**src/hdl/ddr_timing_defines.svh**
```systemverilog
// Purpose: Timing counts, command codes and write strobe steps
// Assumes: clk at 50 MHz, memory clock is clk divided by four
// Notes:   Times keep their printed unit; cycle counts derive from them
`ifndef DDR_TIMING_DEFINES_SVH
`define DDR_TIMING_DEFINES_SVH

`define CLK_NS 20
`define CK_DIV 4
`define CK_NS (`CLK_NS * `CK_DIV)
`define CEIL_DIV(a, b) (((a) + (b) - 1) / (b))

// Least times, rounded up to memory clocks
`define MRD_CK 2
`define XSRD_CK 200
`define XSNR_NS 75
`define XSNR_CK `CEIL_DIV(`XSNR_NS, `CK_NS)
`define RFC_NS 75
`define RFC_CK `CEIL_DIV(`RFC_NS, `CK_NS)
`define WR_NS 15
`define RP_NS 20
`define DAL_CK (`CEIL_DIV(`WR_NS, `CK_NS) + `CEIL_DIV(`RP_NS, `CK_NS))
`define WR_BURST_CK 2

// Longest time, rounded down: 7.8 us average refresh interval
`define REFI_NS 7800
`define REFI_CK (`REFI_NS / `CK_NS)
`define REF_POST_MAX 8

// Command pins {cs_b, ras_b, cas_b, we_b}
`define CMD_MRS 4'h0
`define CMD_REF 4'h1
`define CMD_PRE 4'h2
`define CMD_ACT 4'h3
`define CMD_WR 4'h4
`define CMD_RD 4'h5
`define CMD_NOP 4'h7

// Write steps in clk cycles, step 0 drives the write command
`define WSTEP_DQ 4'h5
`define WSTEP_RISE 4'h6
`define WSTEP_BYTE1 4'h7
`define WSTEP_FALL 4'h8
`define WSTEP_END 4'hA

`endif

```
**src/hdl/ddr_timing_pkg.sv**
```systemverilog
// Purpose: Types shared by the memory timing controller
// Assumes: Nothing
// Notes:   Command pin struct packs in pin order
package ddr_timing_pkg;

    typedef enum logic [3:0] {
        OP_NOP, OP_MRS, OP_ACT, OP_READ, OP_WRITE, OP_WRITE_AP, OP_PRE,
        OP_SREF_ENTER, OP_SREF_EXIT, OP_INIT
    } op_e;

    typedef enum logic [1:0] {ST_HALT, ST_IDLE, ST_SREF} ctrl_state_e;

    typedef struct packed {
        op_e op;
        logic [1:0] bank;
        logic [12:0] addr;
    } user_cmd_s;

    typedef struct packed {
        logic cs_b;
        logic ras_b;
        logic cas_b;
        logic we_b;
    } ddr_cmd_s;

endpackage

```
**src/hdl/pair_buffer.sv**
```systemverilog
// Purpose: Small FIFO with valid and ready on both sides
// Assumes: DEPTH is a power of two
// Notes:   in_ready is registered
`timescale 1ns/10ps
module pair_buffer #(
    parameter int WIDTH = 16,
    parameter int DEPTH = 2
) (
    input wire logic clk, // System clock
    input wire logic rst_b, // Async reset, active low
    input wire logic in_valid, // Word offered
    input wire logic [WIDTH-1:0] in_data, // Offered word
    output logic in_ready, // Room for a word
    output logic out_valid, // Word available
    output logic [WIDTH-1:0] out_data, // Oldest word
    input wire logic out_ready // Drain takes the word
);
    localparam int AW = $clog2(DEPTH);
    logic [WIDTH-1:0] mem_q [DEPTH];
    logic [AW-1:0] wp_q, rp_q;
    logic [AW:0] cnt_q, cnt_d;
    logic in_ready_q;
    wire logic push = in_valid && in_ready_q;
    wire logic pop = out_valid && out_ready;

    assign in_ready = in_ready_q;
    assign out_valid = (cnt_q != '0);
    assign out_data = mem_q[rp_q];
    assign cnt_d = cnt_q + (AW+1)'(push) - (AW+1)'(pop);

    always_ff @(posedge clk) begin
        if (push) begin
            mem_q[wp_q] <= in_data;
        end
    end

    always_ff @(posedge clk or negedge rst_b) begin
        if (!rst_b) begin
            wp_q <= '0;
            rp_q <= '0;
            cnt_q <= '0;
            in_ready_q <= 1'b0;
        end else begin
            wp_q <= push ? wp_q + AW'(1) : wp_q;
            rp_q <= pop ? rp_q + AW'(1) : rp_q;
            cnt_q <= cnt_d;
            in_ready_q <= (cnt_d != (AW+1)'(DEPTH));
        end
    end
endmodule // pair_buffer

```
**src/hdl/ddr_timing_ctrl.sv**
```systemverilog
// Purpose: Host side command and strobe timing for a DDR memory
// Assumes: Memory clock is clk / 4; burst length two, one x8 lane
// Notes:   Commands change on the falling memory clock edge
`timescale 1ns/10ps
`include "ddr_timing_defines.svh"

module ddr_timing_ctrl
    import ddr_timing_pkg::*;
(
    input wire logic clk, // System clock, 50 MHz
    input wire logic rst_b, // Async reset, active low
    input wire logic cmd_valid, // User command offered
    input wire user_cmd_s cmd, // User command
    output logic cmd_ack, // Command taken, one cycle
    input wire logic wr_valid, // Write word offered
    input wire logic [15:0] wr_data, // Write word, low byte first
    output logic wr_ready, // Write buffer has room
    output logic rd_valid, // Read word, one cycle
    output logic [15:0] rd_data, // Read word, low byte first
    output logic ddr_ck, // Memory clock
    output logic ddr_ck_b, // Memory clock, inverted
    output logic ddr_cke, // Memory clock enable
    output ddr_cmd_s ddr_cmd, // Command pins
    output logic [1:0] ddr_ba, // Bank address
    output logic [12:0] ddr_addr, // Address
    input wire logic dqs_i, // Strobe pin level
    output logic dqs_o, // Strobe drive value
    output logic dqs_oe_b, // Strobe driven while low
    input wire logic [7:0] dq_i, // Data pin levels
    output logic [7:0] dq_o, // Data drive value
    output logic dq_oe_b, // Data driven while low
    output logic clk_change_ok, // Memory clock may change
    output logic init_needed // Waiting for an init command
);
    logic [1:0] phase_q;
    logic ck_q, ck_b_q, cke_q, cmd_new_q, ack_q;
    ctrl_state_e state_q;
    ddr_cmd_s cmd_q;
    logic [1:0] ba_q;
    logic [12:0] addr_q;
    logic [1:0] mrd_cnt_q, gap_cnt_q, xsnr_cnt_q;
    logic [2:0] dal_cnt_q;
    logic [7:0] xsrd_cnt_q, since_exit_q;
    logic [6:0] refi_cnt_q;
    logic [3:0] ref_pend_q, wstep_q;
    logic wr_busy_q, dqs_q, dqs_oe_b_q, dq_oe_b_q;
    logic [7:0] dq_q, rd_lo_q;
    logic dqs_s1, dqs_s2, dqs_s3, rd_win_q, rd_seen_q, rd_valid_q;
    logic [7:0] dq_s1, dq_s2;
    logic [15:0] rd_data_q;
    logic chg_ok_q, init_q;
    logic buf_valid;
    logic [15:0] buf_data;

    wire logic [1:0] phase_d = phase_q + 2'h1;
    wire logic tick = (phase_q == 2'h1);
    wire logic in_idle = (state_q == ST_IDLE);
    wire logic is_read = (cmd.op == OP_READ);
    wire logic is_wr = (cmd.op == OP_WRITE) || (cmd.op == OP_WRITE_AP);
    wire logic legal_idle = cmd.op inside {OP_NOP, OP_MRS, OP_ACT, OP_READ,
        OP_WRITE, OP_WRITE_AP, OP_PRE, OP_SREF_ENTER};
    wire logic blk_any = (mrd_cnt_q != 2'h0) || (gap_cnt_q != 2'h0) ||
        (dal_cnt_q != 3'h0) || wr_busy_q;
    wire logic xs_ok = is_read ? (xsrd_cnt_q == 8'h00)
                               : (xsnr_cnt_q == 2'h0);
    wire logic ref_full = (ref_pend_q == 4'(`REF_POST_MAX));
    wire logic do_ref = tick && in_idle && (ref_pend_q != 4'h0) &&
        !blk_any && (xsnr_cnt_q == 2'h0) &&
        (ref_full || !cmd_valid);
    wire logic take_idle = tick && in_idle && cmd_valid && legal_idle &&
        !ref_full && !blk_any && xs_ok && (!is_wr || buf_valid);
    wire logic take_wr = take_idle && is_wr;
    wire logic take_rd = take_idle && is_read;
    wire logic take_exit = tick && (state_q == ST_SREF) && cmd_valid &&
        (cmd.op == OP_SREF_EXIT);
    wire logic take_init = tick && (state_q == ST_HALT) && cmd_valid &&
        (cmd.op == OP_INIT);
    wire logic illegal = tick && cmd_valid &&
        ((in_idle && !legal_idle) ||
         ((state_q == ST_SREF) && (cmd.op != OP_SREF_EXIT)));
    wire logic sref_in = take_idle && (cmd.op == OP_SREF_ENTER);

    wire logic [3:0] op_code =
        do_ref ? `CMD_REF :
        !take_idle ? `CMD_NOP :
        (cmd.op == OP_MRS) ? `CMD_MRS :
        (cmd.op == OP_ACT) ? `CMD_ACT :
        is_read ? `CMD_RD :
        is_wr ? `CMD_WR :
        (cmd.op == OP_PRE) ? `CMD_PRE :
        sref_in ? `CMD_REF : `CMD_NOP;
    wire logic cke_d = (take_exit || take_init) ? 1'b1 :
        (illegal || sref_in) ? 1'b0 : cke_q;
    wire ctrl_state_e state_d = illegal ? ST_HALT :
        take_init ? ST_IDLE :
        take_exit ? ST_IDLE :
        sref_in ? ST_SREF : state_q;

    // Write strobe sequence, stepped in clk cycles from the command
    wire logic [3:0] nstep = take_wr ? 4'h0 : wstep_q + 4'h1;
    wire logic wr_busy_d = take_wr || (wr_busy_q && (nstep != `WSTEP_END));
    wire logic dqs_d = wr_busy_d && (nstep >= `WSTEP_RISE) &&
        (nstep < `WSTEP_FALL);
    wire logic dq_oe_b_d = !(wr_busy_d && (nstep >= `WSTEP_DQ));
    wire logic [7:0] dq_d = (nstep > `WSTEP_FALL) ? dq_q :
        (nstep < `WSTEP_BYTE1) ? buf_data[7:0] : buf_data[15:8];
    wire logic buf_pop = wr_busy_q && (wstep_q == `WSTEP_FALL);

    // Read strobe edges seen after synchronisation
    wire logic dqs_rise = dqs_s2 && !dqs_s3;
    wire logic dqs_fall = !dqs_s2 && dqs_s3;
    // A fall counts only after the first rise: an idle high strobe
    // falling into its preamble must not end the burst early
    wire logic rd_first = rd_win_q && !rd_seen_q && dqs_rise;
    wire logic rd_done = rd_win_q && rd_seen_q && dqs_fall;

    pair_buffer #(.WIDTH(16), .DEPTH(2)) u_wbuf (
        .clk(clk),
        .rst_b(rst_b),
        .in_valid(wr_valid),
        .in_data(wr_data),
        .in_ready(wr_ready),
        .out_valid(buf_valid),
        .out_data(buf_data),
        .out_ready(buf_pop)
    );

    always_ff @(posedge clk or negedge rst_b) begin
        if (!rst_b) begin
            phase_q <= 2'h0;
            ck_q <= 1'b0;
            ck_b_q <= 1'b1;
        end else begin
            phase_q <= phase_d;
            ck_q <= (phase_d < 2'h2);
            ck_b_q <= !(phase_d < 2'h2);
        end
    end

    always_ff @(posedge clk or negedge rst_b) begin
        if (!rst_b) begin
            state_q <= ST_HALT;
            cke_q <= 1'b0;
            cmd_q <= ddr_cmd_s'(`CMD_NOP);
            ba_q <= 2'h0;
            addr_q <= 13'h0000;
        end else if (tick) begin
            state_q <= state_d;
            cke_q <= cke_d;
            cmd_q <= ddr_cmd_s'(op_code);
            ba_q <= take_idle ? cmd.bank : ba_q;
            addr_q <= take_idle ? cmd.addr : addr_q;
        end
    end

    always_ff @(posedge clk or negedge rst_b) begin
        if (!rst_b) begin
            cmd_new_q <= 1'b0;
            ack_q <= 1'b0;
            chg_ok_q <= 1'b0;
            init_q <= 1'b1;
        end else begin
            cmd_new_q <= tick && (op_code != `CMD_NOP);
            ack_q <= take_idle || take_exit || take_init || illegal;
            chg_ok_q <= (state_d == ST_SREF);
            init_q <= (state_d == ST_HALT);
        end
    end

    // Down-counters, one per limit, stepped once per memory clock
    always_ff @(posedge clk or negedge rst_b) begin
        if (!rst_b) begin
            mrd_cnt_q <= 2'h0;
            gap_cnt_q <= 2'h0;
            dal_cnt_q <= 3'h0;
        end else if (tick) begin
            mrd_cnt_q <= (take_idle && (cmd.op == OP_MRS)) ?
                2'(`MRD_CK - 1) : mrd_cnt_q - 2'(mrd_cnt_q != 2'h0);
            gap_cnt_q <= do_ref ? 2'(`RFC_CK - 1) :
                gap_cnt_q - 2'(gap_cnt_q != 2'h0);
            dal_cnt_q <= (take_idle && (cmd.op == OP_WRITE_AP)) ?
                3'(`WR_BURST_CK + `DAL_CK - 1) :
                dal_cnt_q - 3'(dal_cnt_q != 3'h0);
        end
    end

    always_ff @(posedge clk or negedge rst_b) begin
        if (!rst_b) begin
            xsrd_cnt_q <= 8'h00;
            xsnr_cnt_q <= 2'h0;
        end else if (take_exit) begin
            xsrd_cnt_q <= 8'(`XSRD_CK - 1);
            xsnr_cnt_q <= 2'(`XSNR_CK - 1);
        end else if (tick) begin
            xsrd_cnt_q <= xsrd_cnt_q - 8'(xsrd_cnt_q != 8'h00);
            xsnr_cnt_q <= xsnr_cnt_q - 2'(xsnr_cnt_q != 2'h0);
        end
    end

    // Refresh interval and postponed count; a full count blocks users
    wire logic refi_end = tick && in_idle && (refi_cnt_q == 7'h00);
    always_ff @(posedge clk or negedge rst_b) begin
        if (!rst_b) begin
            refi_cnt_q <= 7'(`REFI_CK - 1);
            ref_pend_q <= 4'h0;
        end else begin
            if (tick && in_idle) begin
                refi_cnt_q <= refi_end ? 7'(`REFI_CK - 1) : refi_cnt_q - 7'h01;
            end
            ref_pend_q <= ref_pend_q + 4'(refi_end && !ref_full) -
                4'(do_ref);
        end
    end

    always_ff @(posedge clk or negedge rst_b) begin
        if (!rst_b) begin
            wr_busy_q <= 1'b0;
            wstep_q <= 4'h0;
            dqs_q <= 1'b0;
            dqs_oe_b_q <= 1'b1;
            dq_q <= 8'h00;
            dq_oe_b_q <= 1'b1;
        end else begin
            wr_busy_q <= wr_busy_d;
            wstep_q <= wr_busy_d ? nstep : 4'h0;
            dqs_q <= dqs_d;
            dqs_oe_b_q <= !wr_busy_d;
            dq_q <= dq_d;
            dq_oe_b_q <= dq_oe_b_d;
        end
    end

    // Read capture relies on the low preamble before the first rise
    always_ff @(posedge clk or negedge rst_b) begin
        if (!rst_b) begin
            dqs_s1 <= 1'b0;
            dqs_s2 <= 1'b0;
            dqs_s3 <= 1'b0;
            dq_s1 <= 8'h00;
            dq_s2 <= 8'h00;
        end else begin
            dqs_s1 <= dqs_i;
            dqs_s2 <= dqs_s1;
            dqs_s3 <= dqs_s2;
            dq_s1 <= dq_i;
            dq_s2 <= dq_s1;
        end
    end

    always_ff @(posedge clk or negedge rst_b) begin
        if (!rst_b) begin
            rd_win_q <= 1'b0;
            rd_seen_q <= 1'b0;
            rd_lo_q <= 8'h00;
            rd_data_q <= 16'h0000;
            rd_valid_q <= 1'b0;
        end else begin
            rd_win_q <= take_rd || (rd_win_q && !rd_done);
            rd_seen_q <= rd_win_q && !take_rd && !rd_done &&
                (rd_seen_q || dqs_rise);
            rd_lo_q <= rd_first ? dq_s2 : rd_lo_q;
            rd_valid_q <= rd_done;
            rd_data_q <= rd_done ? {dq_s2, rd_lo_q} : rd_data_q;
        end
    end

    // Helper for checks: memory clocks since self refresh exit
    always_ff @(posedge clk or negedge rst_b) begin
        if (!rst_b) begin
            since_exit_q <= 8'hFF;
        end else if (take_exit) begin
            since_exit_q <= 8'h00;
        end else if (tick && (since_exit_q != 8'hFF)) begin
            since_exit_q <= since_exit_q + 8'h01;
        end
    end

    assign cmd_ack = ack_q;
    assign rd_valid = rd_valid_q;
    assign rd_data = rd_data_q;
    assign ddr_ck = ck_q;
    assign ddr_ck_b = ck_b_q;
    assign ddr_cke = cke_q;
    assign ddr_cmd = cmd_q;
    assign ddr_ba = ba_q;
    assign ddr_addr = addr_q;
    assign dqs_o = dqs_q;
    assign dqs_oe_b = dqs_oe_b_q;
    assign dq_o = dq_q;
    assign dq_oe_b = dq_oe_b_q;
    assign clk_change_ok = chg_ok_q;
    assign init_needed = init_q;

    mode_gap_a: assert property (@(posedge clk) disable iff (!rst_b)
        cmd_new_q && (cmd_q == ddr_cmd_s'(`CMD_MRS)) |->
            ##4 (cmd_q == ddr_cmd_s'(`CMD_NOP)))
        else $error("command too soon after mode set");
    exit_read_a: assert property (@(posedge clk) disable iff (!rst_b)
        take_rd |-> (since_exit_q >= 8'(`XSRD_CK - 1)))
        else $error("read too soon after self refresh exit");
    exit_other_a: assert property (@(posedge clk) disable iff (!rst_b)
        tick && (xsnr_cnt_q != 2'h0) |-> !do_ref && !(take_idle && !is_read))
        else $error("command too soon after self refresh exit");
    refresh_post_a: assert property (@(posedge clk) disable iff (!rst_b)
        ref_full |-> !take_idle)
        else $error("user command taken with refreshes fully postponed");
    strobe_start_a: assert property (@(posedge clk) disable iff (!rst_b)
        cmd_new_q && (cmd_q == ddr_cmd_s'(`CMD_WR)) |-> !dqs_oe_b_q && !dqs_q)
        else $error("write strobe not driven low at write command");
    first_rise_a: assert property (@(posedge clk) disable iff (!rst_b)
        cmd_new_q && (cmd_q == ddr_cmd_s'(`CMD_WR)) |->
            (!dqs_q && !dqs_oe_b_q)[*6] ##1 dqs_q)
        else $error("first write strobe rise misplaced");
    strobe_width_a: assert property (@(posedge clk) disable iff (!rst_b)
        $rose(dqs_q) |-> dqs_q ##1 dqs_q ##1 !dqs_q ##1 !dqs_q)
        else $error("write strobe phase too short");
    postamble_a: assert property (@(posedge clk) disable iff (!rst_b)
        $fell(dqs_q) |-> (!dqs_oe_b_q)[*2] ##1 dqs_oe_b_q)
        else $error("write strobe postamble wrong");
    halt_off_a: assert property (@(posedge clk) disable iff (!rst_b)
        $rose(init_q) |-> ##[0:4] !cke_q)
        else $error("memory not powered down after illegal operation");
    clk_change_a: assert property (@(posedge clk) disable iff (!rst_b)
        chg_ok_q |-> !cke_q && (state_q == ST_SREF))
        else $error("clock change allowed outside self refresh");
endmodule // ddr_timing_ctrl

```
**config.mk**
```make
export PLATFORM = sky130hd
export DESIGN_NAME = ddr_timing_ctrl
export DESIGN_NICKNAME = d
export VERILOG_FILES = /design/src/hdl/ddr_timing_pkg.sv /design/src/hdl/pair_buffer.sv /design/src/hdl/ddr_timing_ctrl.sv
export VERILOG_INCLUDE_DIRS = /design/src /design/src/hdl
export SDC_FILE = /design/constraint.sdc
export NUM_CORES = 1
export LEC_CHECK = 0
export ABC_AREA = 1
export BUFFER_PORTS_ARGS = -buffer_cell sky130_fd_sc_hd__buf_4
export CAP_MARGIN = 30
export CORE_MARGIN = 1
export CORE_UTILIZATION = 30
export CTS_CLUSTER_DIAMETER = 200
export CTS_CLUSTER_SIZE = 20
export DETAILED_ROUTE_END_ITERATION = 7
export HOLD_SLACK_MARGIN = 0.12
export PLACE_DENSITY = 0.51
export SYNTH_ARGS = -nofsm -noshare
export SYNTH_HDL_FRONTEND = slang
export SYNTH_SLANG_ARGS = --single-unit
```
**constraint.sdc**
```tcl
create_clock -name clk -period 4.45 [get_ports clk]
set_clock_uncertainty 0.2 [all_clocks]
set_input_delay 0.6675 -clock clk [delete_from_list [all_inputs] [get_ports clk]]
set_output_delay 0.6675 -clock clk [all_outputs]
set_load 0.05 [all_outputs]
```
==> impl_metrics.ini <==
[floorplan]
core_region_area_mm2 = 0.0212
floorplan.die_area_mm2 = 0.0223
fp.dieW_um = 149
die-height_um = 149
ports = 102
initial_cell_density_of_the_core_pct = 30.8
rows = 53

[final_layout]
diodes_inserted = 0
final_layout_size_suffix_gt1_share_pct = 23.4
syn2layout_area_growth_pct = 25.1
fin_util_pct = 38.6
num-fill-cells = 2114
fin_nets = 804

[logic_synthesis]
synthesis.yosys.warnings = 0
syn-mean-instance-area_um2 = 10.4
ys_types = 50
synth.yosys.seq_area_share_pct = 62.1
yosys_register_bits = 155
post_synth_inst_count = 627
ys.flop_type = dfrtp_1
synth_fp_nets = 693
ys_async_sr_fraction_pct = 79.4
mappedNetlistArea_mm2 = 0.00652
number_of_enable_flip_flop_cells_after_synthesis = 32

[timing]
grt_setup_unrepaired = false
setup_tns_final_ns = 0
slew_headroom_pct = 37.9
final_max_slew_viol_count = 0
setup_viol = 0
hold_viol_final = 0
min_period_over_period_pct = 73.7
setup_slack_after_layout_ns = 1.17
max_freq_ghz = 0.305
tightest_slew_ns = 0.932
period_minus_slack_ns = 3.28
holdWs_ns = 0.115

[critical_path]
worst-path-max-fanout = 15
crit_arrival_ns = 3.39
start_to_end_type_of_the_worst_setup_path = flop to flop
kind_of_start_point_of_the_critical_path = flop
worstPathRequired_ns = 4.56
critPathCaptureType = flop

[global_route]
overflow = 0
grt_pass1_vias = 4461
grt_util_all_layers_pct = 12.8
antenna_found_initial = 0
wire_length_of_the_first_global_routing_pass_um = 22200
largest_net_degree_at_the_start_of_global_routing = 61

[clock_network]
hold_buffers = 0
cts_max_path_buffers = 2
cts_tree = yes
numClockSinks = 155
clk_transition_reported_paths_ns = 0.07
cts-buffers-inserted = 17
cts-htree-levels = 4
post_cts_setup_bufs = 0
clk_root_buffer_cell = clkbuf_16
clock_insertion_delay_worst_skew_ns = 0.42
cts_resized = 0

[place]
place_congestion = 0.764
pre_cts_slack_ns = 1.14
dp.final_hpwl_um = 9070
io_buffer_count = 100

[routing]
firstDrtPassIters = 4
number_of_vias_after_detailed_routing = 4351
post_drt_wl_per_cell_um = 12.6
first_iter_violations = 139
route.detailed.drc = 0
totalWireLength_um = 13000
final_ant_viol_nets = 0
routed_via_density = 4.24

[hold_path]
worstHoldPathType = input port to async pin

[outcome]
status = finished clean

[run]
max_cap_violations = 0

[power_and_ir_drop]
peakVddDrop_mv = 0.247
power.leakage_uw = 0.00400
power_per_cell_area_mw_per_mm2 = 525
final timing paths:
kind                            start            end  depth (start not counted)  slack [ns]
min reg2reg                  dq_s1[3]       dq_s2[3]                          0        0.15
max reg2reg                phase_q[1]  ref_pend_q[1]                         13        1.17
min in group clk              dq_i[6]       dq_s1[6]                          1        0.15
max in group asynchronous       rst_b        dq_oe_b                          2        2.97
min                             rst_b     rd_lo_q[7]                          1        0.11
max                        phase_q[1]  ref_pend_q[1]                         13        1.17
worst max-delay path: stages, from the launching register on:
cell	delay [ns]
dfrtp_1	0.36
inv_1	0.07
ha_1	0.45
nand3_2	0.25
nor3_2	0.24
nand3_1	0.13
nor2_1	0.32
nand2_1	0.10
ha_1	0.29
inv_1	0.06
ha_1	0.16
inv_1	0.05
fa_1	0.48
inv_1	0.04
kinds of logic (layout without fill, tap and decap cells):
family,Yosys count,in the layout,share of synthesized area (%)
DFF,155,155,62.1
adders and majority gates,18,18,3.57
buffers and inverters,90,214,5.64
and+or+nand+nor,287,287,20.1
other,1,1,0.0575
AOI/OAI and AO/OA,48,48,4.43
muxes,16,16,2.46
xor gates and xnor gates,12,12,1.61
per-layer routing:
layer,wire length [um],global-route usage (%),vias to the layer above
met2,6030,19.6,77
met3,558,3.81,10
met1,6200,17.1,2033
met5,0,0,-
met4,157,4.59,0
li1,-,-,2231
power by group:
part / leakage [uW] / switching (uW) / internal (uW) / total, uW
registers: 0.00180 / 141 / 1690 / 1830
logic: 0.00190 / 669 / 350 / 1020
clock network: 0.000292 / 633 / 798 / 1430
flip-flops by register name, summed over array words and instances, names as in the netlist, 3 cells and up:
signal        count
dq_o              8
ref_pend_q        4
rd_lo_q           8
refi_cnt_q        7
dq_s1             8
rd_data          16
ddr_addr         13
dal_cnt_q         3
dq_s2             8
xsrd_cnt_q        8
wstep_q           4
u_wbuf.mem_q     32
ddr_cmd           3
synthesized netlist by cell type, types with 2 or more instances:
cell      number  share of area [%]
nand2_1      161                9.3
dfrtp_1      114                 44
inv_1         73                4.2
nor2_1        41                2.4
nand3_1       39                3.0
edfxtp_1      32                 15
o21ai_0       30                2.3
ha_1          17                3.3
mux2i_1       16                2.5
dfstp_2        9                3.6
nor3_1         9               0.69
xor2_1         8                1.1
nand2_2        7               0.67
clkbuf_1       6               0.35
a21oi_1        5               0.38
nand2_4        5               0.86
nor2_2         4               0.38
xnor2_1        4               0.54
nand4_1        3               0.29
nor2_4         3               0.52
o31ai_1        3               0.35
a21boi_0       2               0.23
and2_1         2               0.19
and3_1         2               0.19
buf_2          2               0.15
buf_4          2               0.23
inv_2          2               0.12
nand3_2        2               0.31
nand3_4        2               0.54
nor3_2         2               0.31
layout by cell type (no fill, tap or decap), types with 17 or more instances in the layout:
cell,netlist,layout
nand3_1,39,39
nand2_1,161,161
inv_1,73,73
nor2_1,41,41
dfrtp_1,114,114
clkbuf_16,0,17
ha_1,17,17
buf_4,2,104
o21ai_0,30,30
edfxtp_1,32,32
final cells by class:
| type | instances | area [um^2] | area share [%] |
|---|---|---|---|
| flip-flops and latches | 155 | 4050 | 49.7 |
| multi-input cells | 382 | 2100 | 25.8 |
| repair buffers | 105 | 791 | 9.70 |
| clock inverters | 14 | 148 | 1.81 |
| inverters | 77 | 290 | 3.56 |
| well taps | 275 | 344 | 4.22 |
| clock buffers | 18 | 430 | 5.28 |
through the flow:
step                total power (uW)  instance area, um^2  instances
floorplan                       2560                 6520        627
global placement                2880                 7570        993
detailed placement              2890                 7570        993
CTS                             4350                 8150       1025
global route                    4540                 8160       1026
finish                          4280                 8160       1026
Power figures use the tool's default switching activity.
